**src/core/wdg_map.vh**
```
// Register map, field positions, reset values and timing counts of the watchdog.
// Assumes inclusion by bare name from the design files of this block.
`ifndef WDG_MAP_VH
`define WDG_MAP_VH

// Register port geometry
`define WDG_ADDR_W 4
`define WDG_DATA_W 8

// Register offsets on the register port
`define WDG_OFS_CONTROL 4'h0
`define WDG_OFS_CAUSE 4'h1

// watchdog_control fields
`define WDG_BIT_IRQ_FLAG 7
`define WDG_BIT_IRQ_EN 6
`define WDG_BIT_SEL3 5
`define WDG_BIT_UNLOCK 4
`define WDG_BIT_ENABLE 3
`define WDG_BIT_SEL2 2
`define WDG_BIT_SEL0 0

// reset_cause_register fields
`define WDG_BIT_CAUSE 3

// Reset values
`define WDG_CONTROL_RST 8'h00
`define WDG_SEL_RST 4'h0
`define WDG_CAUSE_RST 1'b0

// Timing
`define WDG_UNLOCK_CYCLES 3'h4
`define WDG_OSC_KHZ 128
`define WDG_BASE_CYCLES 2048
`define WDG_CNT_W 20
`define WDG_SEL_MAX 4'h9

`endif

```
**src/core/wdg_osc_edge.v**
```verilog
// Rising-edge detector for the low-frequency watchdog oscillator.
// Assumes the oscillator level arrives synchronous to clk_sys_in.
`timescale 1ns/1ps
`default_nettype none

module wdg_osc_edge (
    input wire clk_sys_in,
    input wire rst_n_in,
    input wire osc_level_in,
    output wire osc_tick_out
);

    reg osc_prev_reg;

    always @(posedge clk_sys_in or negedge rst_n_in) begin
        if (!rst_n_in) begin
            osc_prev_reg <= 1'b0;
        end else begin
            osc_prev_reg <= osc_level_in;
        end
    end

    // One system cycle per oscillator period
    assign osc_tick_out = osc_level_in & ~osc_prev_reg;

endmodule

`default_nettype wire

```
**src/core/wdg_timeout_counter.v**
```verilog
// Oscillator-cycle counter with a selectable power-of-two terminal count.
// Assumes one tick per oscillator cycle and a synchronous clear from the owner.
`timescale 1ns/1ps
`default_nettype none

module wdg_timeout_counter #(
    parameter CNT_W = 20,
    parameter BASE_CYCLES = 2048,
    parameter [3:0] SEL_MAX = 4'h9
) (
    input wire clk_sys_in,
    input wire rst_n_in,
    input wire tick_in,
    input wire clear_in,
    input wire run_in,
    input wire [3:0] sel_in,
    output wire timeout_out
);

    reg [CNT_W-1:0] count_reg;
    reg [CNT_W-1:0] count_next;
    wire [3:0] sel_eff;
    wire [31:0] limit_wide;
    wire [CNT_W-1:0] last_count;
    wire hit;

    // Reserved codes fall back to the longest documented time-out
    assign sel_eff = (sel_in > SEL_MAX) ? SEL_MAX : sel_in;
    assign limit_wide = BASE_CYCLES << sel_eff;
    assign last_count = limit_wide[CNT_W-1:0] - {{(CNT_W-1){1'b0}}, 1'b1};
    assign hit = run_in & ~clear_in & tick_in & (count_reg == last_count);
    assign timeout_out = hit;

    always @* begin
        count_next = count_reg;
        if (clear_in || !run_in) begin
            count_next = {CNT_W{1'b0}};
        end else if (hit) begin
            count_next = {CNT_W{1'b0}};
        end else if (tick_in) begin
            count_next = count_reg + {{(CNT_W-1){1'b0}}, 1'b1};
        end
    end

    always @(posedge clk_sys_in or negedge rst_n_in) begin
        if (!rst_n_in) begin
            count_reg <= {CNT_W{1'b0}};
        end else begin
            count_reg <= count_next;
        end
    end

endmodule

`default_nettype wire

```
**src/core/wdg_top.v**
```verilog
// Watchdog timer with timed configuration unlock and fuse-selected safety level.
// Assumes a CPU register port with read data one cycle after the read strobe,
// a 25 MHz system clock and a 128 kHz oscillator level synchronous to it.
//
// Added by the designer: the address-and-strobe port and the register offsets.
`timescale 1ns/1ps
`default_nettype none
`include "wdg_map.vh"

module wdg_top #(
    parameter BASE_CYCLES = `WDG_BASE_CYCLES,
    parameter CNT_W = `WDG_CNT_W
) (
    input wire clk_sys_in,
    input wire rst_n_in,
    input wire [`WDG_ADDR_W-1:0] addr_in,
    input wire [`WDG_DATA_W-1:0] wdata_in,
    input wire wr_in,
    input wire rd_in,
    output wire [`WDG_DATA_W-1:0] rdata_out,
    input wire osc_level_in,
    input wire safety_level_fuse_in,
    input wire processor_status_irq_in,
    input wire irq_ack_in,
    input wire guard_restart_instruction_in,
    output wire irq_req_out,
    output wire guard_reset_out,
    output wire guard_running_out
);

    // Control state
    reg irq_flag_reg;
    reg irq_flag_next;
    reg irq_en_reg;
    reg irq_en_next;
    reg [2:0] unlock_cnt_reg;
    reg [2:0] unlock_cnt_next;
    reg enable_reg;
    reg enable_next;
    reg [3:0] sel_reg;
    reg [3:0] sel_next;
    reg cause_reg;
    reg cause_next;
    reg reset_pulse_reg;
    reg [`WDG_DATA_W-1:0] rdata_reg;
    reg [`WDG_DATA_W-1:0] rdata_next;

    wire level2;
    wire unlocked;
    wire enable_eff;
    wire running;
    wire osc_tick;
    wire timeout;
    wire irq_action;
    wire reset_action;
    wire counter_clear;
    wire wr_ctl;
    wire wr_cause;
    wire wr_unlock_req;
    wire [3:0] wr_sel;
    wire [`WDG_DATA_W-1:0] control_view;
    wire [`WDG_DATA_W-1:0] cause_view;
    wire [`WDG_DATA_W-1:0] control_rst;
    wire wr_flag_clear;
    wire wr_second;

    // Programmed fuse selects safety level two
    assign level2 = safety_level_fuse_in;
    assign unlocked = (unlock_cnt_reg != 3'h0);

    // Level two forces the watchdog on; level one lets the cause flag hold it on
    assign enable_eff = level2 | enable_reg | cause_reg;

    // Counter runs whenever either enable bit is set
    assign running = enable_eff | irq_en_reg;

    assign wr_ctl = wr_in & (addr_in == `WDG_OFS_CONTROL);
    assign wr_cause = wr_in & (addr_in == `WDG_OFS_CAUSE);
    assign wr_unlock_req = wdata_in[`WDG_BIT_UNLOCK] & wdata_in[`WDG_BIT_ENABLE];
    assign wr_sel = {wdata_in[`WDG_BIT_SEL3], wdata_in[`WDG_BIT_SEL2:`WDG_BIT_SEL0]};

    // Reset image of the control register, source of the two enable bits a watchdog reset restores
    assign control_rst = `WDG_CONTROL_RST;
    // Writing one to the flag clears it
    assign wr_flag_clear = wr_ctl & wdata_in[`WDG_BIT_IRQ_FLAG];
    // Second write of the timed sequence: window open and unlock bit written zero
    assign wr_second = wr_ctl & unlocked & ~wdata_in[`WDG_BIT_UNLOCK];

    // Own reset pulse restarts the count like any chip reset
    assign counter_clear = guard_restart_instruction_in | reset_pulse_reg;

    wdg_osc_edge u_osc_edge (
        .clk_sys_in(clk_sys_in),
        .rst_n_in(rst_n_in),
        .osc_level_in(osc_level_in),
        .osc_tick_out(osc_tick)
    );

    wdg_timeout_counter #(
        .CNT_W(CNT_W),
        .BASE_CYCLES(BASE_CYCLES),
        .SEL_MAX(`WDG_SEL_MAX)
    ) u_counter (
        .clk_sys_in(clk_sys_in),
        .rst_n_in(rst_n_in),
        .tick_in(osc_tick),
        .clear_in(counter_clear),
        .run_in(running),
        .sel_in(sel_reg),
        .timeout_out(timeout)
    );

    // Interrupt takes priority over reset when both enables are set
    assign irq_action = timeout & irq_en_reg;
    assign reset_action = timeout & ~irq_en_reg & enable_eff;

    // Interrupt time-out flag
    always @* begin
        irq_flag_next = irq_flag_reg;
        if (irq_ack_in) begin
            irq_flag_next = 1'b0;
        end
        if (wr_flag_clear) begin
            irq_flag_next = 1'b0;
        end
        // A time-out in the clearing cycle is not lost
        if (irq_action) begin
            irq_flag_next = 1'b1;
        end
    end

    // Interrupt enable
    always @* begin
        irq_en_next = irq_en_reg;
        if (wr_ctl) begin
            irq_en_next = wdata_in[`WDG_BIT_IRQ_EN];
        end
        // Next time-out resets unless software re-arms the interrupt
        if (irq_action && enable_eff) begin
            irq_en_next = 1'b0;
        end
        if (reset_action) begin
            irq_en_next = control_rst[`WDG_BIT_IRQ_EN];
        end
    end

    // Change-unlock window, four cycles long
    // A write with unlock and enable both one loads the count; the window is
    // open while it is nonzero, so the next four cycles may carry the second write
    always @* begin
        unlock_cnt_next = unlock_cnt_reg;
        if (unlocked) begin
            unlock_cnt_next = unlock_cnt_reg - 3'h1;
        end
        if (wr_ctl) begin
            if (wr_unlock_req) begin
                unlock_cnt_next = `WDG_UNLOCK_CYCLES;
            end else if (unlocked) begin
                // Second write of the sequence uses up the window
                unlock_cnt_next = 3'h0;
            end
        end
        if (reset_action) begin
            unlock_cnt_next = 3'h0;
        end
    end

    // Enable bit
    // Setting needs no unlock; clearing needs the open window, level one and a
    // zero unlock bit, so a stray write cannot switch the guard off
    always @* begin
        enable_next = enable_reg;
        if (wr_ctl) begin
            if (wdata_in[`WDG_BIT_ENABLE]) begin
                enable_next = 1'b1;
            end else if (wr_second && !level2) begin
                enable_next = 1'b0;
            end
        end
        // At level one the stored enable is held set while the reset cause is pending
        if (cause_reg && !level2) begin
            enable_next = 1'b1;
        end
        if (reset_action) begin
            enable_next = control_rst[`WDG_BIT_ENABLE];
        end
    end

    // Time-out select
    always @* begin
        sel_next = sel_reg;
        if (wr_second) begin
            sel_next = wr_sel;
        end
        if (reset_action) begin
            sel_next = `WDG_SEL_RST;
        end
    end

    // Reset cause flag; the hardware set wins over a software clear
    always @* begin
        cause_next = cause_reg;
        if (wr_cause && !wdata_in[`WDG_BIT_CAUSE]) begin
            cause_next = 1'b0;
        end
        if (reset_action) begin
            cause_next = 1'b1;
        end
    end

    // Register read views; reserved bits read as zero
    assign control_view = {irq_flag_reg, irq_en_reg, sel_reg[3], unlocked,
                           enable_eff, sel_reg[2:0]};
    assign cause_view = {4'h0, cause_reg, 3'h0};

    always @* begin
        rdata_next = 8'h00;
        if (rd_in) begin
            case (addr_in)
                `WDG_OFS_CONTROL: begin
                    rdata_next = control_view;
                end
                `WDG_OFS_CAUSE: begin
                    rdata_next = cause_view;
                end
                default: begin
                    rdata_next = 8'h00;
                end
            endcase
        end
    end

    // Interrupt flag and enable
    always @(posedge clk_sys_in or negedge rst_n_in) begin
        if (!rst_n_in) begin
            irq_flag_reg <= 1'b0;
            irq_en_reg <= 1'b0;
        end else begin
            irq_flag_reg <= irq_flag_next;
            irq_en_reg <= irq_en_next;
        end
    end

    // Timed unlock window
    always @(posedge clk_sys_in or negedge rst_n_in) begin
        if (!rst_n_in) begin
            unlock_cnt_reg <= 3'h0;
        end else begin
            unlock_cnt_reg <= unlock_cnt_next;
        end
    end

    // Configuration and reset cause
    always @(posedge clk_sys_in or negedge rst_n_in) begin
        if (!rst_n_in) begin
            enable_reg <= 1'b0;
            sel_reg <= `WDG_SEL_RST;
            cause_reg <= `WDG_CAUSE_RST;
        end else begin
            enable_reg <= enable_next;
            sel_reg <= sel_next;
            cause_reg <= cause_next;
        end
    end

    // Reset pulse and read data
    always @(posedge clk_sys_in or negedge rst_n_in) begin
        if (!rst_n_in) begin
            reset_pulse_reg <= 1'b0;
            rdata_reg <= 8'h00;
        end else begin
            reset_pulse_reg <= reset_action;
            rdata_reg <= rdata_next;
        end
    end

    assign irq_req_out = irq_flag_reg & irq_en_reg & processor_status_irq_in;
    assign guard_reset_out = reset_pulse_reg;
    assign guard_running_out = running;
    assign rdata_out = rdata_reg;

endmodule

`default_nettype wire

```
**config.mk**
```make
export PLATFORM = sky130hd
export DESIGN_NAME = wdg_top
export DESIGN_NICKNAME = d
export VERILOG_FILES = /design/src/core/wdg_osc_edge.v /design/src/core/wdg_timeout_counter.v /design/src/core/wdg_top.v
export VERILOG_INCLUDE_DIRS = /design/src /design/src/core
export SDC_FILE = /design/constraint.sdc
export NUM_CORES = 1
export LEC_CHECK = 0
export ABC_CLOCK_PERIOD_IN_PS = 2900
export BUFFER_PORTS_ARGS = -buffer_cell sky130_fd_sc_hd__buf_2
export CAP_MARGIN = 20
export CORE_ASPECT_RATIO = 0.5
export CORE_MARGIN = 10
export CORE_UTILIZATION = 30
export CTS_CLUSTER_SIZE = 14
export DETAILED_ROUTE_END_ITERATION = 8
export PLACE_DENSITY = 0.55
export SLEW_MARGIN = 20
export SYNTH_ARGS = -nofsm -noshare
export SYNTH_HDL_FRONTEND = slang
export SYNTH_SLANG_ARGS = --single-unit
```
**constraint.sdc**
```tcl
create_clock -name clk_sys_in -period 2.9 [get_ports clk_sys_in]
set_input_delay 0.145 -clock clk_sys_in [delete_from_list [all_inputs] [get_ports clk_sys_in]]
set_output_delay 0.145 -clock clk_sys_in [all_outputs]
set_load 0.005 [all_outputs]
```
==> results.cfg, run 1 <==
[outcome]
status = finished with violations
failed_checks = negative hold slack

[routing]
drc_errors = 0
wl_mm = 5.95
vias = 2075
wire_per_inst_um = 14.4
drtPass1Iterations = 4
drtAntennaViolNets = 0
via_per_inst = 5.02
drt_iter0_markers = 162

[grt]
grtUsageMet2_pct = 14.6
grt_max_degree = 42
grt_util_all_layers_pct = 9.52
busiest_layer = met2
met1_usage_pct = 12.6
gr-usage-met3_pct = 2.49
grt-ovfl-total = 0
grt_pass1_vias = 2014
grt_pass1_wl_mm = 9.83
antenna_found_initial = 0

[synthesis]
yosysWarnings = 0
yosys.area.top_type_share_pct = 42.9
synth_xor_area_share_pct = 1.47
yosysMostFrequentCell = dfrtp_1
syn_nets = 289
synth_commonest_cells = dfrtp_1, nand2_1, nor2_1, nand3_1, nor3_1
synth_compound_area_share_pct = 16.7
avgSynthCellArea_um2 = 9.09
async_flop_share_pct = 100
synth_seq_cells = 41
mappedNetlistArea_um2 = 2390
synth_area_leaders = dfrtp_1, nand2_1, nor2_1, nand3_1, nor3_1
synth_ff_type = dfrtp_1
yosys.area.top_type = dfrtp_1
synth_top_family_by_area = simple AND/OR/NAND/NOR gates
synth_mux_area_share_pct = 2.93
ys_seq_area_share_pct = 42.9
synth_cells = 263
synthAdderAreaFrac_pct = 2.62
ys_types = 56
yosys.area_share.simple_pct = 28.0
synth-edff-count = 0

[place]
dpl.hpwl_mm = 4.31
pre_cts_ws_ns = -0.00543
place_congestion = 0.851
dpl.cell_count = 402
io_buffer_count = 31

[power]
p_leak_uw = 0.00132
p_per_area_nw_per_um2 = 659
vdd_drop_max_uv = 363

[cells_and_area]
largest_reg_flops = 20
drive_gt1_share_pct = 21.3
final_cells = 413
diodes = 0
finalNetCount = 330
syn_to_final_growth_pct = 21.7

[clock_network]
clk_pin_slew_ns = 0.06
cts_tree = done
clock_sinks = 41
clockBufferDepth = 2
root_buffer = clkbuf_16
cts_buffers = 5
worstSkewPairLatency_ns = 0.28
cts_max_level = 2

[die]
die_h_um = 83.1
rows = 22
start_util_pct = 31.7
io_pins = 32
coreArea_um2 = 7540
dieWidth_um = 146
die_area_um2 = 12200

[worst_setup_path]
worstSetupPathType = register to register
cp.arrival_ns = 2.96
worst-path-max-fanout = 6
required_ns = 3.07
r2r_setup_slack_ns = 0.12
worst_setup_path_end_kind = register
critPathLaunchType = register

[sta]
finalMaxSlewViolations = 0
holdWs_ns = -0.00962
finalCritPeriodShare_pct = 96.0
final_hold_viol_count = 6
finClkSkew_ns = 0.00356
period_needed_ns = 2.78
worst_pin_slew_ns = 0.947
max_freq_mhz = 359
max-slew-margin-rel_pct = 36.6
setup_slack_ns = 0.117
setup_violations = 0

[flow_run]
max_cap_viol_count = 0

[hold_path]
worstHoldPathType = input port to async pin
## through the flow
stage               total power (uW)  TNS [ns]  utilization (%)  cell area, um^2  hold slack, ns
floorplan                       1090         0                -             2390          -0.151
global placement                1250         0             35.8             2700           0.268
detailed placement              1260  -0.00543             35.8             2700           0.280
CTS                             1930         0             38.3             2890          0.0390
global route                    2040   -0.0134             38.6             2910          0.0876
finish                          1920         0             38.6             2910        -0.00962
## report_power, final
part           switching, uW  leakage [uW]  internal [uW]
clock                    223     0.0000841            430
combinational            319      0.000679            281
sequential              42.3      0.000554            624
## routing by layer
layer	routed length, um	share of wire [%]
met1	2990	50
met2	2660	45
met3	229	3.8
met4	68	1.1
met5	0	0
## cells by family after synthesis
kind of cell,Yosys count
XOR/XNOR,4
buffers and inverters,25
AO/OA/AOI/OAI,52
adder cells (fa/ha/maj),5
flip-flops,41
AND/OR/NAND/NOR,129
multiplexers,7
## worst max-delay path: stages (launching register included)
cell	delay, ns
dfrtp_1	0.40
nor2_4	0.14
nand3b_1	0.10
ha_1	0.23
or4b_4	0.49
a211o_1	0.31
o211ai_2	0.09
o311ai_4	0.17
o21ai_4	0.30
buf_4	0.19
o22ai_1	0.09
a21o_1	0.16
## worst paths after layout
path | depth (start not counted) | endpoint | start
max | 11 | u_counter.count_reg[7] | sel_reg[2]
min | 1 | u_osc_edge.osc_prev_reg | rst_n_in
max reg2reg | 11 | u_counter.count_reg[7] | sel_reg[2]
min reg2reg | 1 | u_counter.count_reg[10] | u_counter.count_reg[10]
max in group asynchronous | 1 | rdata_out[7] | rst_n_in
min in group clk_sys_in | 2 | rdata_out[4] | addr_in[0]
## area by class of cell
| class | count | area (um^2) |
|---|---|---|
| Tap cell | 108 | 135 |
| Sequential cell | 41 | 1030 |
| Timing Repair Buffer | 48 | 285 |
| Clock inverter | 1 | 30.0 |
| Fill cell | 767 | 4630 |
| Multi-Input combinational cell | 197 | 1250 |
| Inverter | 11 | 41.3 |
| Clock buffer | 7 | 143 |
## timing repair
item                                    CTS  global route
resized for setup                         1             5
endpoints found under the hold margin     1             0
setup buffers                             0             2
endpoints found under the setup margin    1            21
hold buffers                              1             0
pin swaps                                 0             1
## placed cells by master (no fill, tap or decap), drive strengths merged, types with 6 or more instances in the layout
| cell type | n |
|---|---|
| buf | 47 |
| dfrtp | 41 |
| nand2 | 25 |
| nor2 | 25 |
| nand3 | 18 |
| nor3 | 16 |
| a21oi | 12 |
| inv | 11 |
| and3 | 8 |
| and2 | 8 |
| mux2i | 7 |
| clkbuf | 7 |
| nand2b | 6 |
| o21ai | 6 |
No activity file was read; power rests on OpenSTA's default activity.
==> run 2, diff against run 1 <==
--- a/config.mk
+++ b/config.mk
@@ -6,7 +6,7 @@
 export SDC_FILE = /design/constraint.sdc
 export NUM_CORES = 1
 export LEC_CHECK = 0
-export ABC_CLOCK_PERIOD_IN_PS = 2900
+export ABC_CLOCK_PERIOD_IN_PS = 3100
 export BUFFER_PORTS_ARGS = -buffer_cell sky130_fd_sc_hd__buf_2
 export CAP_MARGIN = 20
 export CORE_ASPECT_RATIO = 0.5
@@ -14,7 +14,7 @@
 export CORE_UTILIZATION = 30
 export CTS_CLUSTER_SIZE = 14
 export DETAILED_ROUTE_END_ITERATION = 8
-export PLACE_DENSITY = 0.55
+export PLACE_DENSITY = 0.53
 export SLEW_MARGIN = 20
 export SYNTH_ARGS = -nofsm -noshare
 export SYNTH_HDL_FRONTEND = slang
==> constraint.sdc (replaced) <==
create_clock -name clk_sys_in -period 3.1 [get_ports clk_sys_in]
set_input_delay 0.155 -clock clk_sys_in [delete_from_list [all_inputs] [get_ports clk_sys_in]]
set_output_delay 0.155 -clock clk_sys_in [all_outputs]
set_load 0.005 [all_outputs]
==> run 2 against run 1 <==
Against the previous run:
- utilization is 1.1 points lower
- the flow now finishes without violations
- clock skew hardly changed
- first-iteration DRC count is 28% lower
- critical path type unchanged
- fmax is 2.7% lower
- total power is 15% lower
- final cell count is 1.2% lower
- combinational power is 13% lower
- sequential cell count stayed put
- worst hold slack better by 0.028 ns
- largest cell class unchanged
- register-to-register slack better by 0.12 ns
- sequential share of layout area is 1.0 points higher
==> results.cfg, run 2 (synthesized netlist as in run 1, its figures left out) <==
[routing]
vias = 2059
via_per_inst = 5.05
wire_per_inst_um = 14.6
drc_errors = 0
drtAntennaViolNets = 0
wl_mm = 5.96
drtPass1Iterations = 4
drt_iter0_markers = 116

[grt]
met1_usage_pct = 12.9
busiest_layer = met2
antenna_found_initial = 0
grt_util_all_layers_pct = 9.75
gr-usage-met3_pct = 2.54
grtUsageMet2_pct = 15.3
grt_pass1_vias = 2035
grt_max_degree = 42
grt-ovfl-total = 0
grt_pass1_wl_mm = 10.0

[worst_setup_path]
reg2reg_depth = 9
cp_slowest_cell = or4b_4
worstSetupPathType = register to register
worst_setup_path_end_kind = register
critPathLaunchType = register
slowest_delay_ns = 0.51
cp.arrival_ns = 3.02
required_ns = 3.26
worst-path-max-fanout = 12
r2r_setup_slack_ns = 0.24
crit_chain = nor2_1 -> nand3b_1 -> ha_1 -> or4b_4 -> a211o_1 -> o211ai_2 -> o311ai_4 -> o21a_2 -> a311o_1

[die]
dieWidth_um = 146
die_area_um2 = 12200
io_pins = 32
start_util_pct = 31.7
rows = 22
die_h_um = 83.1
coreArea_um2 = 7540

[sta]
worst_pin_slew_ns = 0.953
final.setup.tns_ns = 0
finalMaxSlewViolations = 0
setup_violations = 0
final_hold_viol_count = 0
rsz0062_at_grt = no
finalCritPeriodShare_pct = 92.2
period_needed_ns = 2.86
max-slew-margin-rel_pct = 36.2
finClkSkew_ns = 0.00400
max_freq_mhz = 350

[clock_network]
cts_buffers = 5
clockBufferDepth = 2
clock_sinks = 41
root_buffer = clkbuf_16
cts_tree = done
clk_pin_slew_ns = 0.06
cts_max_level = 2
worstSkewPairLatency_ns = 0.28

[power]
p_leak_uw = 0.00127
p_per_area_nw_per_um2 = 577
vdd_drop_max_uv = 211
total_power_uw = 1630

[place]
io_buffer_count = 31
dpl.cell_count = 396
place_congestion = 0.783
dpl.hpwl_mm = 4.38

[cells_and_area]
finalNetCount = 325
mostFrequentLayoutCell = dfrtp_1
syn_to_final_growth_pct = 18.3
largest_reg_flops = 20
fillers = 775
final_cells = 408
drive_gt1_share_pct = 19.0
final_util_pct = 37.5
diodes = 0
final_cell_mix = dfrtp_1, buf_2, nor2_1, nand2_1, nand3_1

[outcome]
status = completed

[hold_path]
worstHoldPathType = input port to async pin

[flow_run]
max_cap_viol_count = 0
run 2: final timing paths:
kind | startpoint | endpoint
hold reg to reg | u_counter.count_reg[10] | u_counter.count_reg[10]
setup / recovery | sel_reg[2] | u_counter.count_reg[15]
min in group clk_sys_in | addr_in[0] | rdata_out[4]
hold / removal | rst_n_in | u_osc_edge.osc_prev_reg
setup reg to reg | sel_reg[2] | u_counter.count_reg[15]
max in group asynchronous | rst_n_in | sel_reg[3]
run 2: report_power, final:
| group | total (uW) | internal [uW] | leakage, uW | switching, uW |
|---|---|---|---|---|
| registers | 618 | 584 | 0.000554 | 34.3 |
| clock network | 492 | 299 | 0.0000652 | 192 |
| logic | 521 | 233 | 0.000653 | 288 |
| total | 1630 | 1120 | 0.00127 | 515 |
run 2: worst max-delay path: cells and delay by family (launching register included):
family / cells / cell delay (ns)
adder cells (fa/ha/maj): 1 / 0.26
AND/OR/NAND/NOR: 3 / 0.86
AO/OA/AOI/OAI: 5 / 1.25
flip-flops: 1 / 0.37
run 2: what timing repair did:
item,in CTS,in global routing
setup buffers,0,3
gates resized for setup,0,2
endpoints found under the setup margin,0,7
endpoints found under the hold margin,1,0
hold buffers,1,0
run 2: per-layer routing:
metal	routed length, um	part of all wire [%]
met4	45	0.76
met2	2700	45
met1	2990	50
met5	0	0
met3	219	3.7
run 2: metrics by stage:
stage | worst slack [ns] | instance area [um^2] | hold WS (ns)
after floorplan | 0.258 | 2390 | -0.141
after global placement | 0.225 | 2660 | 0.277
after detailed placement | 0.154 | 2660 | 0.288
after CTS | 0.148 | 2800 | 0.0532
after global routing | 0.0610 | 2830 | 0.0986
final | 0.240 | 2830 | 0.0181
run 2: final cells by class:
type | count | area, um^2 | share of cell area [%]
Inverter | 11 | 41.3 | 1.46
Tap cell | 108 | 135 | 4.78
Multi-Input combinational cell | 197 | 1240 | 43.9
Timing Repair Buffer | 43 | 248 | 8.76
Sequential cell | 41 | 1030 | 36.3
Clock buffer | 8 | 136 | 4.82
==> run 3, diff against run 2 <==
--- a/config.mk
+++ b/config.mk
@@ -14,6 +14,7 @@
 export CORE_UTILIZATION = 30
 export CTS_CLUSTER_SIZE = 14
 export DETAILED_ROUTE_END_ITERATION = 8
+export GPL_TIMING_DRIVEN = 0
 export PLACE_DENSITY = 0.53
 export SLEW_MARGIN = 20
 export SYNTH_ARGS = -nofsm -noshare
==> run 3 against run 2 <==
Against the previous run:
- the run now ends with negative hold slack left
- fmax decreased by 5.7%
- wire length increased by 9.0%
- first-iteration DRC count increased by 39%
- critical path depth increased by 2
- critical path type unchanged
- critical endpoint unchanged
==> results.cfg, run 3 (synthesized netlist as in run 1, its figures left out) <==
[die]
coreArea_um2 = 7540
die_area_um2 = 12200
start_util_pct = 31.7
dieWidth_um = 146
io_pins = 32
rows = 22
die_h_um = 83.1

[worst_setup_path]
critPathTopFamily = compound AO/OA/AOI/OAI gates
worst-path-max-fanout = 8
cp_slowest_cell = dfrtp_1
cp.arrival_ns = 3.20
worstSetupPathType = register to register
required_ns = 3.27
worst_setup_path_end_kind = register
slowest_delay_ns = 0.42
path_buf_inv = 1
crit_chain = buf_6 -> nor2_4 -> nand3b_1 -> ha_4 -> xor2_1 -> o221ai_1 -> a311oi_1 -> nand4_1 -> o21ai_4 -> nor3_1 -> a311o_1
worstReg2RegStart = sel_reg[1]
critPathLaunchType = register
crit_path_start = sel_reg[1]

[clock_network]
cts_max_level = 2
cts_tree = done
clockBufferDepth = 2
clock_sinks = 41
clk_pin_slew_ns = 0.06
root_buffer = clkbuf_16
cts_buffers = 5
worstSkewPairLatency_ns = 0.29

[cells_and_area]
finalInstanceArea_um2 = 3050
finalNetCount = 337
drive_gt1_share_pct = 25.3
syn_to_final_growth_pct = 27.7
final_cell_mix = dfrtp_1, buf_2, nor2_1, nand2_1, nand3_1
final_cells = 420
largest_reg_flops = 20
mostFrequentLayoutCell = dfrtp_1
diodes = 0

[grt]
grt_util_all_layers_pct = 10.5
grt_pass1_wl_mm = 10.6
grt_pass1_vias = 2154
grt-ovfl-total = 0
antenna_found_initial = 0
grt_max_degree = 42

[place]
io_buffer_count = 30
dpl.cell_count = 403
dpl.hpwl_mm = 4.52
placed_area_um2 = 2690
place_congestion = 0.826

[sta]
max-slew-margin-rel_pct = 37.7
final_hold_viol_count = 4
period_needed_ns = 3.03
rsz0062_at_grt = yes
finalMaxSlewViolations = 0
worst_pin_slew_ns = 0.934
max_freq_mhz = 330
finClkSkew_ns = 0.00441
finalCritPeriodShare_pct = 97.9
setup_violations = 0
holdWs_ns = -0.00413

[routing]
vias = 2147
drc_errors = 0
drtAntennaViolNets = 0
drtPass1Iterations = 6
drt_iter0_markers = 161
wl_mm = 6.49
wire_per_inst_um = 15.5
via_per_inst = 5.11

[power]
vdd_drop_max_uv = 233
total_power_uw = 1780
p_per_area_nw_per_um2 = 582
p_leak_uw = 0.00136

[outcome]
status = finished with violations
failed_checks = negative hold slack

[flow_run]
max_cap_viol_count = 0

[hold_path]
worstHoldPathType = input port to async pin
==> run 3: cell types whose count changed in the layout (fill, tap and decap cells not counted), moves of 3 or more <==
cell and delta:
buf_4 -3, buf_6 +5, nor3_1 -3, o21ai_0 -3, o21ai_1 +3, o22ai_1 -4, o22ai_2 +4, o311ai_0 -3
==> run 3: area by class of cell <==
| cell class | count | area [um^2] |
|---|---|---|
| fill | 775 | 4490 |
| multi-input combinational | 197 | 1350 |
| sequential | 41 | 1030 |
| timing repair buffer | 41 | 246 |
| tap | 108 | 135 |
| clock buffer | 6 | 129 |
| buffer | 14 | 119 |
| inverter | 11 | 41.3 |
| clock inverter | 2 | 10.0 |
==> run 3: metal layers <==
| layer | global-route usage (%) | wire length [um] | up-vias |
|---|---|---|---|
| met1 | 13.3 | 3140 | 1039 |
| met3 | 3.25 | 271 | 9 |
| met2 | 16.0 | 2970 | 53 |
| li1 | - | - | 1046 |
| met5 | 0 | 0 | - |
| met4 | 4.48 | 111 | 0 |
==> run 3: worst paths after layout <==
| check | to | slack, ns | cells after the start |
|---|---|---|---|
| max | u_counter.count_reg[15] | 0.07 | 11 |
| min | u_osc_edge.osc_prev_reg | -0.004 | 1 |
| max reg2reg | u_counter.count_reg[15] | 0.07 | 11 |
| min reg2reg | u_counter.count_reg[10] | 0.49 | 1 |
| max in group asynchronous | rdata_out[5] | 2.51 | 1 |
| min in group clk_sys_in | sel_reg[0] | 0.12 | 3 |
==> run 3: per-stage QoR <==
| step | setup WS, ns | hold WS (ns) | TNS (ns) | util (%) |
|---|---|---|---|---|
| 2_1_floorplan | 0.258 | -0.141 | 0 | - |
| 3_3_place_gp | -0.134 | 0.278 | -1.17 | 35.5 |
| 3_5_place_dp | -0.201 | 0.289 | -2.60 | 35.6 |
| 4_1_cts | 0.00346 | 0.0416 | 0 | 37.9 |
| 5_1_grt | -0.0737 | 0.0840 | -0.667 | 40.5 |
| 6_report | 0.0660 | -0.00413 | 0 | 40.5 |
==> run 3: report_power, final <==
group	switching [uW]	leakage [uW]	internal [uW]
clock network	211	0.0000706	296
logic	340	0.000740	310
registers	36.9	0.000554	583
==> run 3: worst register-to-register path, delay by kind of cell, from the launching register on <==
kind	cells	cell delay (ns)
AOI/OAI and AO/OA	4	1.17
xor gates and xnor gates	1	0.16
adders and majority gates	1	0.29
buffers and inverters	1	0.15
DFF	1	0.42
and+or+nand+nor	4	0.73
==> run 3: what timing repair did <==
item,4_1_cts,5_1_grt
buffers inserted,1,6
gates cloned,0,1
setup endpoints to repair,26,27
hold buffers,1,0
pin swaps,3,17
resized for setup,8,33
hold endpoints to repair,1,0
